$ cat src/verilog/stb_map.svh
// register map, field positions and timing counts of the transparent channel
// Operation
// - drop frame without empty buffer, flag busy
// - transmit event only when descriptor interrupt set
// - receive event only when descriptor interrupt set
// - eight-bit mask mirrors event bits, one enables; mask also keeps bit 3, which has no event bit
// - status bit 1 shows carrier detect level
// - status bit 0 shows clear-to-send level
// - thirty-two parameter words, fourteen general, eighteen protocol
// - sixteen-bit maximum receive buffer length
// - receive close clears empty, reports error bits
// - receive only into descriptors marked empty
// - external flag picks internal or external memory
// - wrap flag returns ring to first descriptor
// - receive close with interrupt flag raises event
// - flag overrun and, in non-multiplexed mode only, mid-frame carrier loss
// - receive length word holds stored byte count
// - transmit close clears ready, reports error bits
// - transmit only from descriptors marked ready
// - transmit close with interrupt flag raises buffer or error event
// - last flag ends the transmitted block
// - flag underrun and lost clear-to-send or grant
// - event flags clear only by writing ones
// - enable bits gate reception and transmission
`ifndef STB_MAP_SVH
`define STB_MAP_SVH
`define STB_IDX_MODE 14'h0884
`define STB_IDX_EVENT 14'h0888
`define STB_IDX_MASK 14'h088a
`define STB_IDX_STATUS 14'h088c
`define STB_PARAM_BASE 9'h048
`define STB_BD_BASE 8'h28
`define STB_PARAM_WORDS 32
`define STB_BD_WORDS 64
`define STB_PRM_FC 5'd0
`define STB_PRM_MAXLEN 5'd1
`define STB_MODE_TXEN 2
`define STB_MODE_RXEN 3
`define STB_MODE_NONMUX 8
`define STB_MODE_WMASK 16'h010c
`define STB_EV_RX 0
`define STB_EV_TX 1
`define STB_EV_DROP 2
`define STB_EV_TXERR 4
`define STB_EV_CD 6
`define STB_EV_CTS 7
`define STB_EV_IMPL 8'hd7
`define STB_MASK_IMPL 8'hdf
`define STB_BD_READY 15
`define STB_BD_EXT 14
`define STB_BD_WRAP 13
`define STB_BD_INT 12
`define STB_BD_LAST 11
`define STB_BD_OVR 1
`define STB_BD_CDL 0
`define STB_BD_UNDR 1
`define STB_BD_CTSL 0
`define STB_FETCH_WAIT 8'd8
`endif

$ cat src/verilog/stb_pkg.sv
// state types of the transparent channel
package stb_pkg;
    typedef enum logic [1:0] {RX_IDLE, RX_FRAME, RX_DROP} stb_rx_e;
    typedef enum logic [1:0] {TX_IDLE, TX_READ, TX_WAIT, TX_OUT} stb_tx_e;
endpackage

$ cat src/verilog/stb_channel.sv
// transparent serial channel: registers, descriptor rings and byte movers
//
// The APB slave port was chosen for this implementation.
`timescale 1ns/1ps
`default_nettype none
`include "stb_map.svh"
module stb_channel #(
    parameter logic [7:0] FETCH_WAIT = `STB_FETCH_WAIT
) (
    // clock and reset
    input wire logic sys_clk,
    input wire logic arst_n,
    // apb slave
    input wire logic psel,
    input wire logic penable,
    input wire logic pwrite,
    input wire logic [15:0] paddr,
    input wire logic [31:0] pwdata,
    output logic [31:0] prdata,
    output logic pready,
    output logic pslverr,
    // serial receive bytes
    input wire logic rxValid,
    input wire logic [7:0] rxData,
    input wire logic rxEnd,
    input wire logic rxOverrun,
    // serial transmit bytes
    output logic txValid,
    output logic [7:0] txData,
    output logic txLast,
    input wire logic txAccept,
    // modem lines
    input wire logic cdN,
    input wire logic ctsN,
    input wire logic layer1Grant,
    // receive buffer write port
    output logic rxMemWe,
    output logic [31:0] rxMemAddr,
    output logic [7:0] rxMemData,
    output logic rxMemExt,
    output logic [2:0] rxMemFc,
    // transmit buffer read port
    output logic txMemRe,
    output logic [31:0] txMemAddr,
    output logic txMemExt,
    output logic [2:0] txMemFc,
    input wire logic txMemRvalid,
    input wire logic [7:0] txMemRdata,
    // interrupt request
    output logic irqReq
);
    function automatic logic [5:0] bdAt(input logic isTx, input logic [2:0] n,
                                        input logic [1:0] w);
        return {isTx, n, w};
    endfunction

    function automatic logic [31:0] bufAddr(input logic [31:0] ptr, input logic [15:0] cnt);
        return ptr + {16'h0, cnt};
    endfunction

    logic [31:0] prdata_ff;
    logic pready_ff;
    logic pslverr_ff;
    logic [15:0] modeReg_ff;
    logic [7:0] eventFlags_ff;
    logic [7:0] eventMask_ff;
    logic cdLine_ff;
    logic ctsLine_ff;
    logic irqReq_ff;
    logic [15:0] paramRam [`STB_PARAM_WORDS];
    logic [15:0] bdMem [`STB_BD_WORDS];

    // apb decode
    wire logic [13:0] wordIdx = paddr[15:2];
    wire logic hitMode = wordIdx == `STB_IDX_MODE;
    wire logic hitEvent = wordIdx == `STB_IDX_EVENT;
    wire logic hitMask = wordIdx == `STB_IDX_MASK;
    wire logic hitStatus = wordIdx == `STB_IDX_STATUS;
    wire logic hitParam = wordIdx[13:5] == `STB_PARAM_BASE;
    wire logic hitBd = wordIdx[13:6] == `STB_BD_BASE;
    wire logic hitAny = hitMode | hitEvent | hitMask | hitStatus | hitParam | hitBd;
    wire logic apbFirst = psel & penable & ~pready_ff;
    wire logic apbWr = psel & penable & pready_ff & pwrite;
    wire logic [31:0] rdMux =
        hitMode ? {16'h0, modeReg_ff} :
        hitEvent ? {24'h0, eventFlags_ff} :
        hitMask ? {24'h0, eventMask_ff} :
        hitStatus ? {30'h0, cdLine_ff, ctsLine_ff} :
        hitParam ? {16'h0, paramRam[wordIdx[4:0]]} :
        hitBd ? {16'h0, bdMem[wordIdx[5:0]]} : 32'h0;

    // configuration
    wire logic rxEnabled = modeReg_ff[`STB_MODE_RXEN];
    wire logic txEnabled = modeReg_ff[`STB_MODE_TXEN];
    wire logic nonMux = modeReg_ff[`STB_MODE_NONMUX];
    wire logic [15:0] fcWord = paramRam[`STB_PRM_FC];
    wire logic [15:0] maxLen = paramRam[`STB_PRM_MAXLEN];

    // receive engine signals
    stb_pkg::stb_rx_e rxState_ff;
    stb_pkg::stb_rx_e nxt_rxState;
    logic [2:0] rxIdx_ff;
    logic [15:0] rxCnt_ff;
    logic ovPend_ff;
    logic cdPend_ff;
    logic rxMemWe_ff;
    logic [31:0] rxMemAddr_ff;
    logic [7:0] rxMemData_ff;
    logic rxMemExt_ff;
    logic [2:0] rxMemFc_ff;
    wire logic [15:0] rxCtl = bdMem[bdAt(1'b0, rxIdx_ff, 2'd0)];
    wire logic [31:0] rxPtr = {bdMem[bdAt(1'b0, rxIdx_ff, 2'd2)],
                               bdMem[bdAt(1'b0, rxIdx_ff, 2'd3)]};
    wire logic rxTake = rxValid & rxEnabled & (rxState_ff != stb_pkg::RX_DROP);
    wire logic rxEmpty = rxCtl[`STB_BD_READY];
    wire logic rxStore = rxTake & rxEmpty;
    wire logic busyEv = rxTake & ~rxEmpty;
    wire logic [15:0] rxNewCnt = rxCnt_ff + 16'h1;
    wire logic rxClose = rxStore & (rxEnd | (rxNewCnt >= maxLen));
    wire logic cdRise = cdN & ~cdLine_ff;
    wire logic ovNow = ovPend_ff | rxOverrun;
    wire logic cdLossNow = cdPend_ff | (nonMux & cdRise & (rxState_ff == stb_pkg::RX_FRAME));
    wire logic [15:0] rxCloseCtl = {1'b0, rxCtl[14:2], ovNow, cdLossNow};
    wire logic rxEv = rxClose & rxCtl[`STB_BD_INT];

    // transmit engine signals
    stb_pkg::stb_tx_e txState_ff;
    stb_pkg::stb_tx_e nxt_txState;
    logic [2:0] txIdx_ff;
    logic [15:0] txCnt_ff;
    logic [7:0] waitCnt_ff;
    logic txValid_ff;
    logic [7:0] txData_ff;
    logic txLast_ff;
    logic txMemRe_ff;
    logic [31:0] txMemAddr_ff;
    logic txMemExt_ff;
    logic [2:0] txMemFc_ff;
    wire logic [15:0] txCtl = bdMem[bdAt(1'b1, txIdx_ff, 2'd0)];
    wire logic [15:0] txLen = bdMem[bdAt(1'b1, txIdx_ff, 2'd1)];
    wire logic [31:0] txPtr = {bdMem[bdAt(1'b1, txIdx_ff, 2'd2)],
                               bdMem[bdAt(1'b1, txIdx_ff, 2'd3)]};
    wire logic txLost = nonMux ? ctsN : ~layer1Grant;
    wire logic txStart = (txState_ff == stb_pkg::TX_IDLE) & txEnabled
                       & txCtl[`STB_BD_READY];
    wire logic [15:0] txCntNext = txCnt_ff + 16'h1;
    wire logic txErrUn = (txState_ff == stb_pkg::TX_WAIT) & ~txMemRvalid
                       & (waitCnt_ff == FETCH_WAIT - 8'd1);
    wire logic txErrCt = (txState_ff != stb_pkg::TX_IDLE) & txLost;
    wire logic txErr = txErrUn | txErrCt;
    wire logic txDone = ((txState_ff == stb_pkg::TX_OUT) & txAccept & (txCntNext == txLen))
                      | (txStart & (txLen == 16'h0));
    wire logic txClose = txDone | txErr;
    wire logic [15:0] txCloseCtl = {1'b0, txCtl[14:2], txErrUn, txErrCt};
    wire logic txEv = txClose & txCtl[`STB_BD_INT] & ~txErr;
    wire logic txErrEv = txClose & txCtl[`STB_BD_INT] & txErr;

    // event flags: set wins over a one written in the same cycle
    wire logic [7:0] evSet = {ctsN ^ ctsLine_ff, cdN ^ cdLine_ff, 1'b0, txErrEv,
                              1'b0, busyEv, txEv, rxEv};
    wire logic [7:0] evClr = (apbWr & hitEvent) ? pwdata[7:0] : 8'h0;
    wire logic [7:0] nxt_eventFlags = ((eventFlags_ff & ~evClr) | evSet) & `STB_EV_IMPL;

    // apb answer one cycle into the access phase
    always_ff @(posedge sys_clk or negedge arst_n) begin
        if (!arst_n) begin
            prdata_ff <= 32'h0;
            pready_ff <= 1'b0;
            pslverr_ff <= 1'b0;
        end else begin
            pready_ff <= apbFirst;
            if (apbFirst) begin
                prdata_ff <= rdMux;
                pslverr_ff <= ~hitAny;
            end
        end
    end

    // control registers and modem line samples
    always_ff @(posedge sys_clk or negedge arst_n) begin
        if (!arst_n) begin
            modeReg_ff <= 16'h0;
            eventFlags_ff <= 8'h0;
            eventMask_ff <= 8'h0;
            cdLine_ff <= 1'b1;
            ctsLine_ff <= 1'b1;
            irqReq_ff <= 1'b0;
        end else begin
            if (apbWr && hitMode) modeReg_ff <= pwdata[15:0] & `STB_MODE_WMASK;
            if (apbWr && hitMask) eventMask_ff <= pwdata[7:0] & `STB_MASK_IMPL;
            eventFlags_ff <= nxt_eventFlags;
            cdLine_ff <= cdN;
            ctsLine_ff <= ctsN;
            irqReq_ff <= |(eventFlags_ff & eventMask_ff);
        end
    end

    // parameter words and descriptor rings
    always_ff @(posedge sys_clk or negedge arst_n) begin
        if (!arst_n) begin
            for (int i = 0; i < `STB_PARAM_WORDS; i++) paramRam[i] <= 16'h0;
            for (int i = 0; i < `STB_BD_WORDS; i++) bdMem[i] <= 16'h0;
        end else begin
            if (apbWr && hitParam) paramRam[wordIdx[4:0]] <= pwdata[15:0];
            if (apbWr && hitBd) bdMem[wordIdx[5:0]] <= pwdata[15:0];
            if (rxClose) begin
                bdMem[bdAt(1'b0, rxIdx_ff, 2'd0)] <= rxCloseCtl;
                bdMem[bdAt(1'b0, rxIdx_ff, 2'd1)] <= rxNewCnt;
            end
            if (txClose) bdMem[bdAt(1'b1, txIdx_ff, 2'd0)] <= txCloseCtl;
        end
    end

    // receive frame tracking
    always_comb begin
        nxt_rxState = rxState_ff;
        if (!rxEnabled) begin
            nxt_rxState = stb_pkg::RX_IDLE;
        end else if (rxValid && rxEnd) begin
            nxt_rxState = stb_pkg::RX_IDLE;
        end else if (busyEv) begin
            nxt_rxState = stb_pkg::RX_DROP;
        end else if (rxStore) begin
            nxt_rxState = stb_pkg::RX_FRAME;
        end
    end
    wire logic rxFlush = rxClose | (rxValid & rxEnd) | ~rxEnabled;
    always_ff @(posedge sys_clk or negedge arst_n) begin
        if (!arst_n) begin
            rxState_ff <= stb_pkg::RX_IDLE;
            rxIdx_ff <= 3'd0;
            rxCnt_ff <= 16'h0;
            ovPend_ff <= 1'b0;
            cdPend_ff <= 1'b0;
        end else begin
            rxState_ff <= nxt_rxState;
            if (rxClose) rxIdx_ff <= rxCtl[`STB_BD_WRAP] ? 3'd0 : rxIdx_ff + 3'd1;
            if (rxFlush) begin
                rxCnt_ff <= 16'h0;
            end else if (rxStore) begin
                rxCnt_ff <= rxNewCnt;
            end
            ovPend_ff <= rxFlush ? 1'b0 : ovNow & (rxStore | (rxState_ff == stb_pkg::RX_FRAME));
            cdPend_ff <= rxFlush ? 1'b0 : cdLossNow;
        end
    end

    // receive buffer write port
    always_ff @(posedge sys_clk or negedge arst_n) begin
        if (!arst_n) begin
            rxMemWe_ff <= 1'b0;
            rxMemAddr_ff <= 32'h0;
            rxMemData_ff <= 8'h0;
            rxMemExt_ff <= 1'b0;
            rxMemFc_ff <= 3'd0;
        end else begin
            rxMemWe_ff <= rxStore;
            if (rxStore) begin
                rxMemAddr_ff <= bufAddr(rxPtr, rxCnt_ff);
                rxMemData_ff <= rxData;
                rxMemExt_ff <= rxCtl[`STB_BD_EXT];
                rxMemFc_ff <= fcWord[14:12];
            end
        end
    end

    // transmit sequencing
    always_comb begin
        nxt_txState = txState_ff;
        unique case (txState_ff)
            stb_pkg::TX_IDLE: if (txStart) nxt_txState = stb_pkg::TX_READ;
            stb_pkg::TX_READ: nxt_txState = stb_pkg::TX_WAIT;
            stb_pkg::TX_WAIT: if (txMemRvalid) nxt_txState = stb_pkg::TX_OUT;
            stb_pkg::TX_OUT: if (txAccept) nxt_txState = stb_pkg::TX_READ;
        endcase
        if (txClose) nxt_txState = stb_pkg::TX_IDLE;
    end
    wire logic txLoad = (txState_ff == stb_pkg::TX_WAIT) & txMemRvalid & ~txClose;
    always_ff @(posedge sys_clk or negedge arst_n) begin
        if (!arst_n) begin
            txState_ff <= stb_pkg::TX_IDLE;
            txIdx_ff <= 3'd0;
            txCnt_ff <= 16'h0;
            waitCnt_ff <= 8'h0;
            txValid_ff <= 1'b0;
            txData_ff <= 8'h0;
            txLast_ff <= 1'b0;
        end else begin
            txState_ff <= nxt_txState;
            if (txClose) txIdx_ff <= txCtl[`STB_BD_WRAP] ? 3'd0 : txIdx_ff + 3'd1;
            if (txStart) begin
                txCnt_ff <= 16'h0;
            end else if (txState_ff == stb_pkg::TX_OUT && txAccept) begin
                txCnt_ff <= txCntNext;
            end
            waitCnt_ff <= (txState_ff == stb_pkg::TX_WAIT) ? waitCnt_ff + 8'd1 : 8'h0;
            if (txLoad) begin
                txValid_ff <= 1'b1;
                txData_ff <= txMemRdata;
                txLast_ff <= txCtl[`STB_BD_LAST] & (txCntNext == txLen);
            end else if (txAccept || txClose) begin
                txValid_ff <= 1'b0;
                txLast_ff <= 1'b0;
            end
        end
    end

    // transmit buffer read port
    always_ff @(posedge sys_clk or negedge arst_n) begin
        if (!arst_n) begin
            txMemRe_ff <= 1'b0;
            txMemAddr_ff <= 32'h0;
            txMemExt_ff <= 1'b0;
            txMemFc_ff <= 3'd0;
        end else begin
            txMemRe_ff <= (txState_ff == stb_pkg::TX_READ) & ~txClose;
            if (txState_ff == stb_pkg::TX_READ) begin
                txMemAddr_ff <= bufAddr(txPtr, txCnt_ff);
                txMemExt_ff <= txCtl[`STB_BD_EXT];
                txMemFc_ff <= fcWord[6:4];
            end
        end
    end

    assign prdata = prdata_ff;
    assign pready = pready_ff;
    assign pslverr = pslverr_ff;
    assign txValid = txValid_ff;
    assign txData = txData_ff;
    assign txLast = txLast_ff;
    assign rxMemWe = rxMemWe_ff;
    assign rxMemAddr = rxMemAddr_ff;
    assign rxMemData = rxMemData_ff;
    assign rxMemExt = rxMemExt_ff;
    assign rxMemFc = rxMemFc_ff;
    assign txMemRe = txMemRe_ff;
    assign txMemAddr = txMemAddr_ff;
    assign txMemExt = txMemExt_ff;
    assign txMemFc = txMemFc_ff;
    assign irqReq = irqReq_ff;

    property p_busy;
        @(posedge sys_clk) disable iff (!arst_n)
        busyEv |=> eventFlags_ff[`STB_EV_DROP] && !rxMemWe_ff;
    endproperty
    a_busy: assert property (p_busy) else $error("dropped frame not flagged");
    property p_txev;
        @(posedge sys_clk) disable iff (!arst_n)
        (txClose && txCtl[`STB_BD_INT] && !txErr) |=> eventFlags_ff[`STB_EV_TX];
    endproperty
    a_txev: assert property (p_txev) else $error("transmit event missing");
    property p_txerr;
        @(posedge sys_clk) disable iff (!arst_n)
        (txErr && txCtl[`STB_BD_INT]) |=> eventFlags_ff[`STB_EV_TXERR];
    endproperty
    a_txerr: assert property (p_txerr) else $error("transmit error event missing");
    property p_rxev;
        @(posedge sys_clk) disable iff (!arst_n)
        (rxClose && rxCtl[`STB_BD_INT]) |=> eventFlags_ff[`STB_EV_RX];
    endproperty
    a_rxev: assert property (p_rxev) else $error("receive event missing");
    property p_irq;
        @(posedge sys_clk) disable iff (!arst_n)
        ##1 irqReq_ff == $past(|(eventFlags_ff & eventMask_ff));
    endproperty
    a_irq: assert property (p_irq) else $error("interrupt request wrong");
    property p_lines;
        @(posedge sys_clk) disable iff (!arst_n)
        ##1 (cdLine_ff == $past(cdN)) && (ctsLine_ff == $past(ctsN));
    endproperty
    a_lines: assert property (p_lines) else $error("line status stale");
    property p_w1c;
        @(posedge sys_clk) disable iff (!arst_n)
        (apbWr && hitEvent && !evSet[`STB_EV_RX]) |=>
            eventFlags_ff[`STB_EV_RX] == ($past(eventFlags_ff[`STB_EV_RX])
                                          && !$past(pwdata[`STB_EV_RX]));
    endproperty
    a_w1c: assert property (p_w1c) else $error("event clear misbehaved");
    property p_wrap;
        @(posedge sys_clk) disable iff (!arst_n)
        (rxClose && rxCtl[`STB_BD_WRAP]) |=> rxIdx_ff == 3'd0;
    endproperty
    a_wrap: assert property (p_wrap) else $error("receive ring did not wrap");
    property p_rxlen;
        @(posedge sys_clk) disable iff (!arst_n)
        rxClose |=> bdMem[bdAt(1'b0, $past(rxIdx_ff), 2'd1)] == $past(rxNewCnt)
                    && !bdMem[bdAt(1'b0, $past(rxIdx_ff), 2'd0)][`STB_BD_READY];
    endproperty
    a_rxlen: assert property (p_rxlen) else $error("receive close word wrong");
    property p_txready;
        @(posedge sys_clk) disable iff (!arst_n)
        (txState_ff == stb_pkg::TX_READ && $past(txState_ff) == stb_pkg::TX_IDLE)
            |-> $past(txCtl[`STB_BD_READY]) && $past(txEnabled);
    endproperty
    a_txready: assert property (p_txready) else $error("sent from unready buffer");
endmodule
`default_nettype wire

$ cat config.mk
export PLATFORM = sky130hd
export DESIGN_NAME = stb_channel
export DESIGN_NICKNAME = d
export VERILOG_FILES = /design/src/verilog/stb_pkg.sv /design/src/verilog/stb_channel.sv
export VERILOG_INCLUDE_DIRS = /design/src /design/src/verilog
export SDC_FILE = /design/constraint.sdc
export NUM_CORES = 2
export LEC_CHECK = 0
export ABC_CLOCK_PERIOD_IN_PS = 5180
export BUFFER_PORTS_ARGS = -buffer_cell sky130_fd_sc_hd__buf_2
export CAP_MARGIN = 20
export CORE_MARGIN = 4
export CORE_UTILIZATION = 25
export CTS_CLUSTER_DIAMETER = 150
export DETAILED_ROUTE_END_ITERATION = 12
export SLEW_MARGIN = 20
export SYNTH_ARGS = -nofsm -noshare
export SYNTH_HDL_FRONTEND = slang
export SYNTH_SLANG_ARGS = --single-unit
$ cat constraint.sdc
create_clock -name sys_clk -period 5.18 [get_ports sys_clk]
set_input_delay 0.777 -clock sys_clk [delete_from_list [all_inputs] [get_ports sys_clk]]
set_output_delay 0.777 -clock sys_clk [all_outputs]
set_load 0.02 [all_outputs]
==> impl_metrics.toml <==
[timing]
clock_skew_ns = 0.0991
fin_crit_sh_pct = 90.3
rsz0062_at_grt = "false"
hold_viol = 0
fin_crit_ns = 4.68
drv_slew = 0
max_clock_freq_mhz = 214
setup_viol = 0
tns_ns = 0
tightest_slew_ns = 1.18
finalWorstSetupSlack_ns = 0.502
relSlewSlack_pct = 21.0

[floorplan]
die_w_microns = 608
core_area_sq_um = 359000
die_h_microns = 608
num_rows = 220
start_util_pct = 25.1
die_area_sq_um = 370000
boundaryPins = 204

[layout]
final_common_cell = "dfrtp_1"
areaGrowthSynthToFinish_pct = 15.7
final_cells = 11900
most-common-layout-cells = "1,711 x dfrtp_1, 1,204 x mux2_2, 505 x mux4_2"
fin_area_sq_um = 104000
nNetsFinal = 7155
drive_gt1_share_pct = 36.9

[pwr]
vdd.ir_drop.worst_v = 0.000260
swShare_pct = 24.5
seqPwrFrac_pct = 45.7
p_switching_mw = 7.23
power_density_nw_per_um2 = 283
pwr-share-comb_pct = 6.0
p_clk_share_pct = 48.3
p_leak_nw = 47.8
p_int_mw = 22.3

[placement]
routabilityCongestion = 0.922
numPortBuffers = 169
dp.cells = 11600
dpl_cell_area_sq_um = 97500
hpwlAfterDp_microns = 218000
pre_cts_ws_ns = 0.512

[grt]
grt.total_usage_pct = 17.6
grt_pass1_vias = 65700
grt_max_degree = 180
grt_first_pass_wirelength_microns = 484000
gr-total-overflow = 0
antenna_found_initial = 24

[clock_network]
cts_tree = "yes"
cts.clk_slew.worst_paths_ns = 0.07
cts_buffers = 189
cts_root_buf = "clkbuf_16"
ctsResizeCount = 0
post_cts_buffers = 0
cts_buffer_depth = 4
cts.sinks = 1717
cts.htree.levels = 4
worstSkewPairLatency_ns = 0.90

[routing]
viasPerCell = 5.38
routed_wl_microns = 337000
routedWlPerCell_microns = 28.2
ant_nets = 0
drt_iter0_drc = 6893
drc = 0
via_count = 64300
firstDrtPassIters = 6

[critical_path]
crit_arrival_ns = 5.44
end_kind = "flip-flop"
critPathLaunchType = "flip-flop"
path_max_fanout = 16
critPathKind = "reg -> reg"
cp_data_required_time_ns = 5.94

[yosys]
ys_ff_latch = 1717
synth_warnings = 0
ys_seq_area_share_pct = 47.8
async_flop_share_pct = 100
synth_edf_count = 0
syn_inst = 6950
avgSynthCellArea_sq_um = 12.9
ys.flop_type = "dfrtp_1"
syn_area_sq_um = 90000
ys_types = 88

[job]
drv_cap = 0

[min_path]
hold_class = "in -> reg"

[outcome]
status = "finished clean"
[cells by family after synthesis]
kind of cell,synth area share [%]
muxes,33.4
other,0.00417
xor gates and xnor gates,1.05
and+or+nand+nor,5.91
buffers and inverters,3.41
AOI/OAI and AO/OA,7.60
DFF,47.8
adders and majority gates,0.851
[registers in the layout, indices dropped and copies added (netlist names), 2 cells and up]
register,flops
bdMem,1024
eventFlags_ff,6
eventMask_ff,7
fcWord,16
maxLen,16
modeReg_ff,3
paramRam,480
prdata,16
rxCnt_ff,16
rxIdx_ff,3
rxMemAddr,32
rxMemData,8
rxMemFc,3
rxState_ff,2
txCnt_ff,16
txData,8
txIdx_ff,3
txMemAddr,32
txMemFc,3
txState_ff,2
waitCnt_ff,8
[power groups by stage]
stage	registers, mW	logic (mW)	clock network [mW]
after floorplan	13.7	0.847	0
after global placement	13.7	1.73	0
after detailed placement	13.7	1.76	0
after CTS	13.5	1.77	14.5
after global routing	13.5	1.88	15.0
final	13.5	1.78	14.2
[final timing paths]
path / startpoint / slack (ns) / end / cells past startpoint
min: ctsN / 0.05 / ctsLine_ff / 1
min reg2reg: rxMemData[6] / 0.47 / rxMemData[6] / 2
max reg2reg: rxIdx_ff[0] / 0.50 / rxMemAddr[20] / 13
max: rxIdx_ff[0] / 0.50 / rxMemAddr[20] / 13
min in group asynchronous: arst_n / 0.36 / paramRam[325] / 2
max in group asynchronous: arst_n / 3.09 / bdMem[243] / 4
[cell usage after synthesis (13+ instances only)]
master | number | area share, %
buf_2 | 95 | 0.53
a221oi_1 | 64 | 0.62
buf_1 | 63 | 0.26
nor2_1 | 181 | 0.76
nand4_1 | 51 | 0.35
a22oi_1 | 225 | 1.9
o22ai_1 | 16 | 0.11
or3_1 | 14 | 0.097
nand2b_1 | 19 | 0.13
nor3_1 | 44 | 0.24
mux2i_1 | 479 | 5.3
xor2_1 | 45 | 0.44
mux4_2 | 505 | 13
inv_1 | 67 | 0.28
mux2_1 | 19 | 0.24
mux2_2 | 1204 | 15
clkbuf_1 | 453 | 1.9
ha_1 | 58 | 0.81
nor2b_1 | 109 | 0.76
nand2_1 | 459 | 1.9
nor3b_1 | 13 | 0.11
o21ai_0 | 295 | 1.6
buf_4 | 31 | 0.26
and3_1 | 30 | 0.21
o211ai_1 | 13 | 0.11
xnor2_1 | 63 | 0.61
a22o_1 | 24 | 0.23
nand3_1 | 61 | 0.34
a211oi_1 | 91 | 0.76
and2_1 | 31 | 0.22
buf_6 | 13 | 0.16
a21oi_1 | 176 | 0.98
o31ai_1 | 24 | 0.20
nor4_1 | 14 | 0.097
dfrtp_1 | 1715 | 48
[per-layer routing]
metal,wire [microns],global-route usage [%],up-vias
met5,89,0,-
li1,-,-,26100
met1,131000,22.3,33800
met2,150000,26.9,3413
met3,30200,4.21,966
met4,26100,11.4,14
[cell type report]
cell class              instances  area [sq um]
diodes                          9          22.5
multi-input cells            4523         44300
repair buffers                518          4120
inverters                      69           259
well taps                    4773          5970
clock buffers                 270          5590
flip-flops and latches       1717         43000
fillers                     36000        255000
clock inverters                67           873
[per-stage QoR]
step | power, mW | hold WS, ns | util (%)
2_1_floorplan | 14.6 | 0.424 | -
3_3_place_gp | 15.5 | 0.443 | 27.2
3_5_place_dp | 15.5 | 0.458 | 27.2
4_1_cts | 29.7 | 0.00891 | 29.0
5_1_grt | 30.3 | 0.0219 | 29.0
6_report | 29.5 | 0.0451 | 29.0
[critical path: stages (launching register included)]
cell	delay (ns)
dfrtp_1	0.51
buf_4	0.25
and3b_2	0.35
buf_12	0.22
a22oi_1	0.24
nand4_1	0.51
ha_1	0.43
or3_1	0.39
o211a_1	0.25
o21a_1	0.27
a211oi_1	0.44
o21ai_0	0.24
and3_1	0.23
o31ai_1	0.21
[what timing repair did]
item | 4_1_cts | 5_1_grt
hold buffers | 1 | 0
endpoints found under the setup margin | 0 | 0
hold endpoints to repair | 26 | 0
Note: power is estimated with default switching activity, not from simulation.
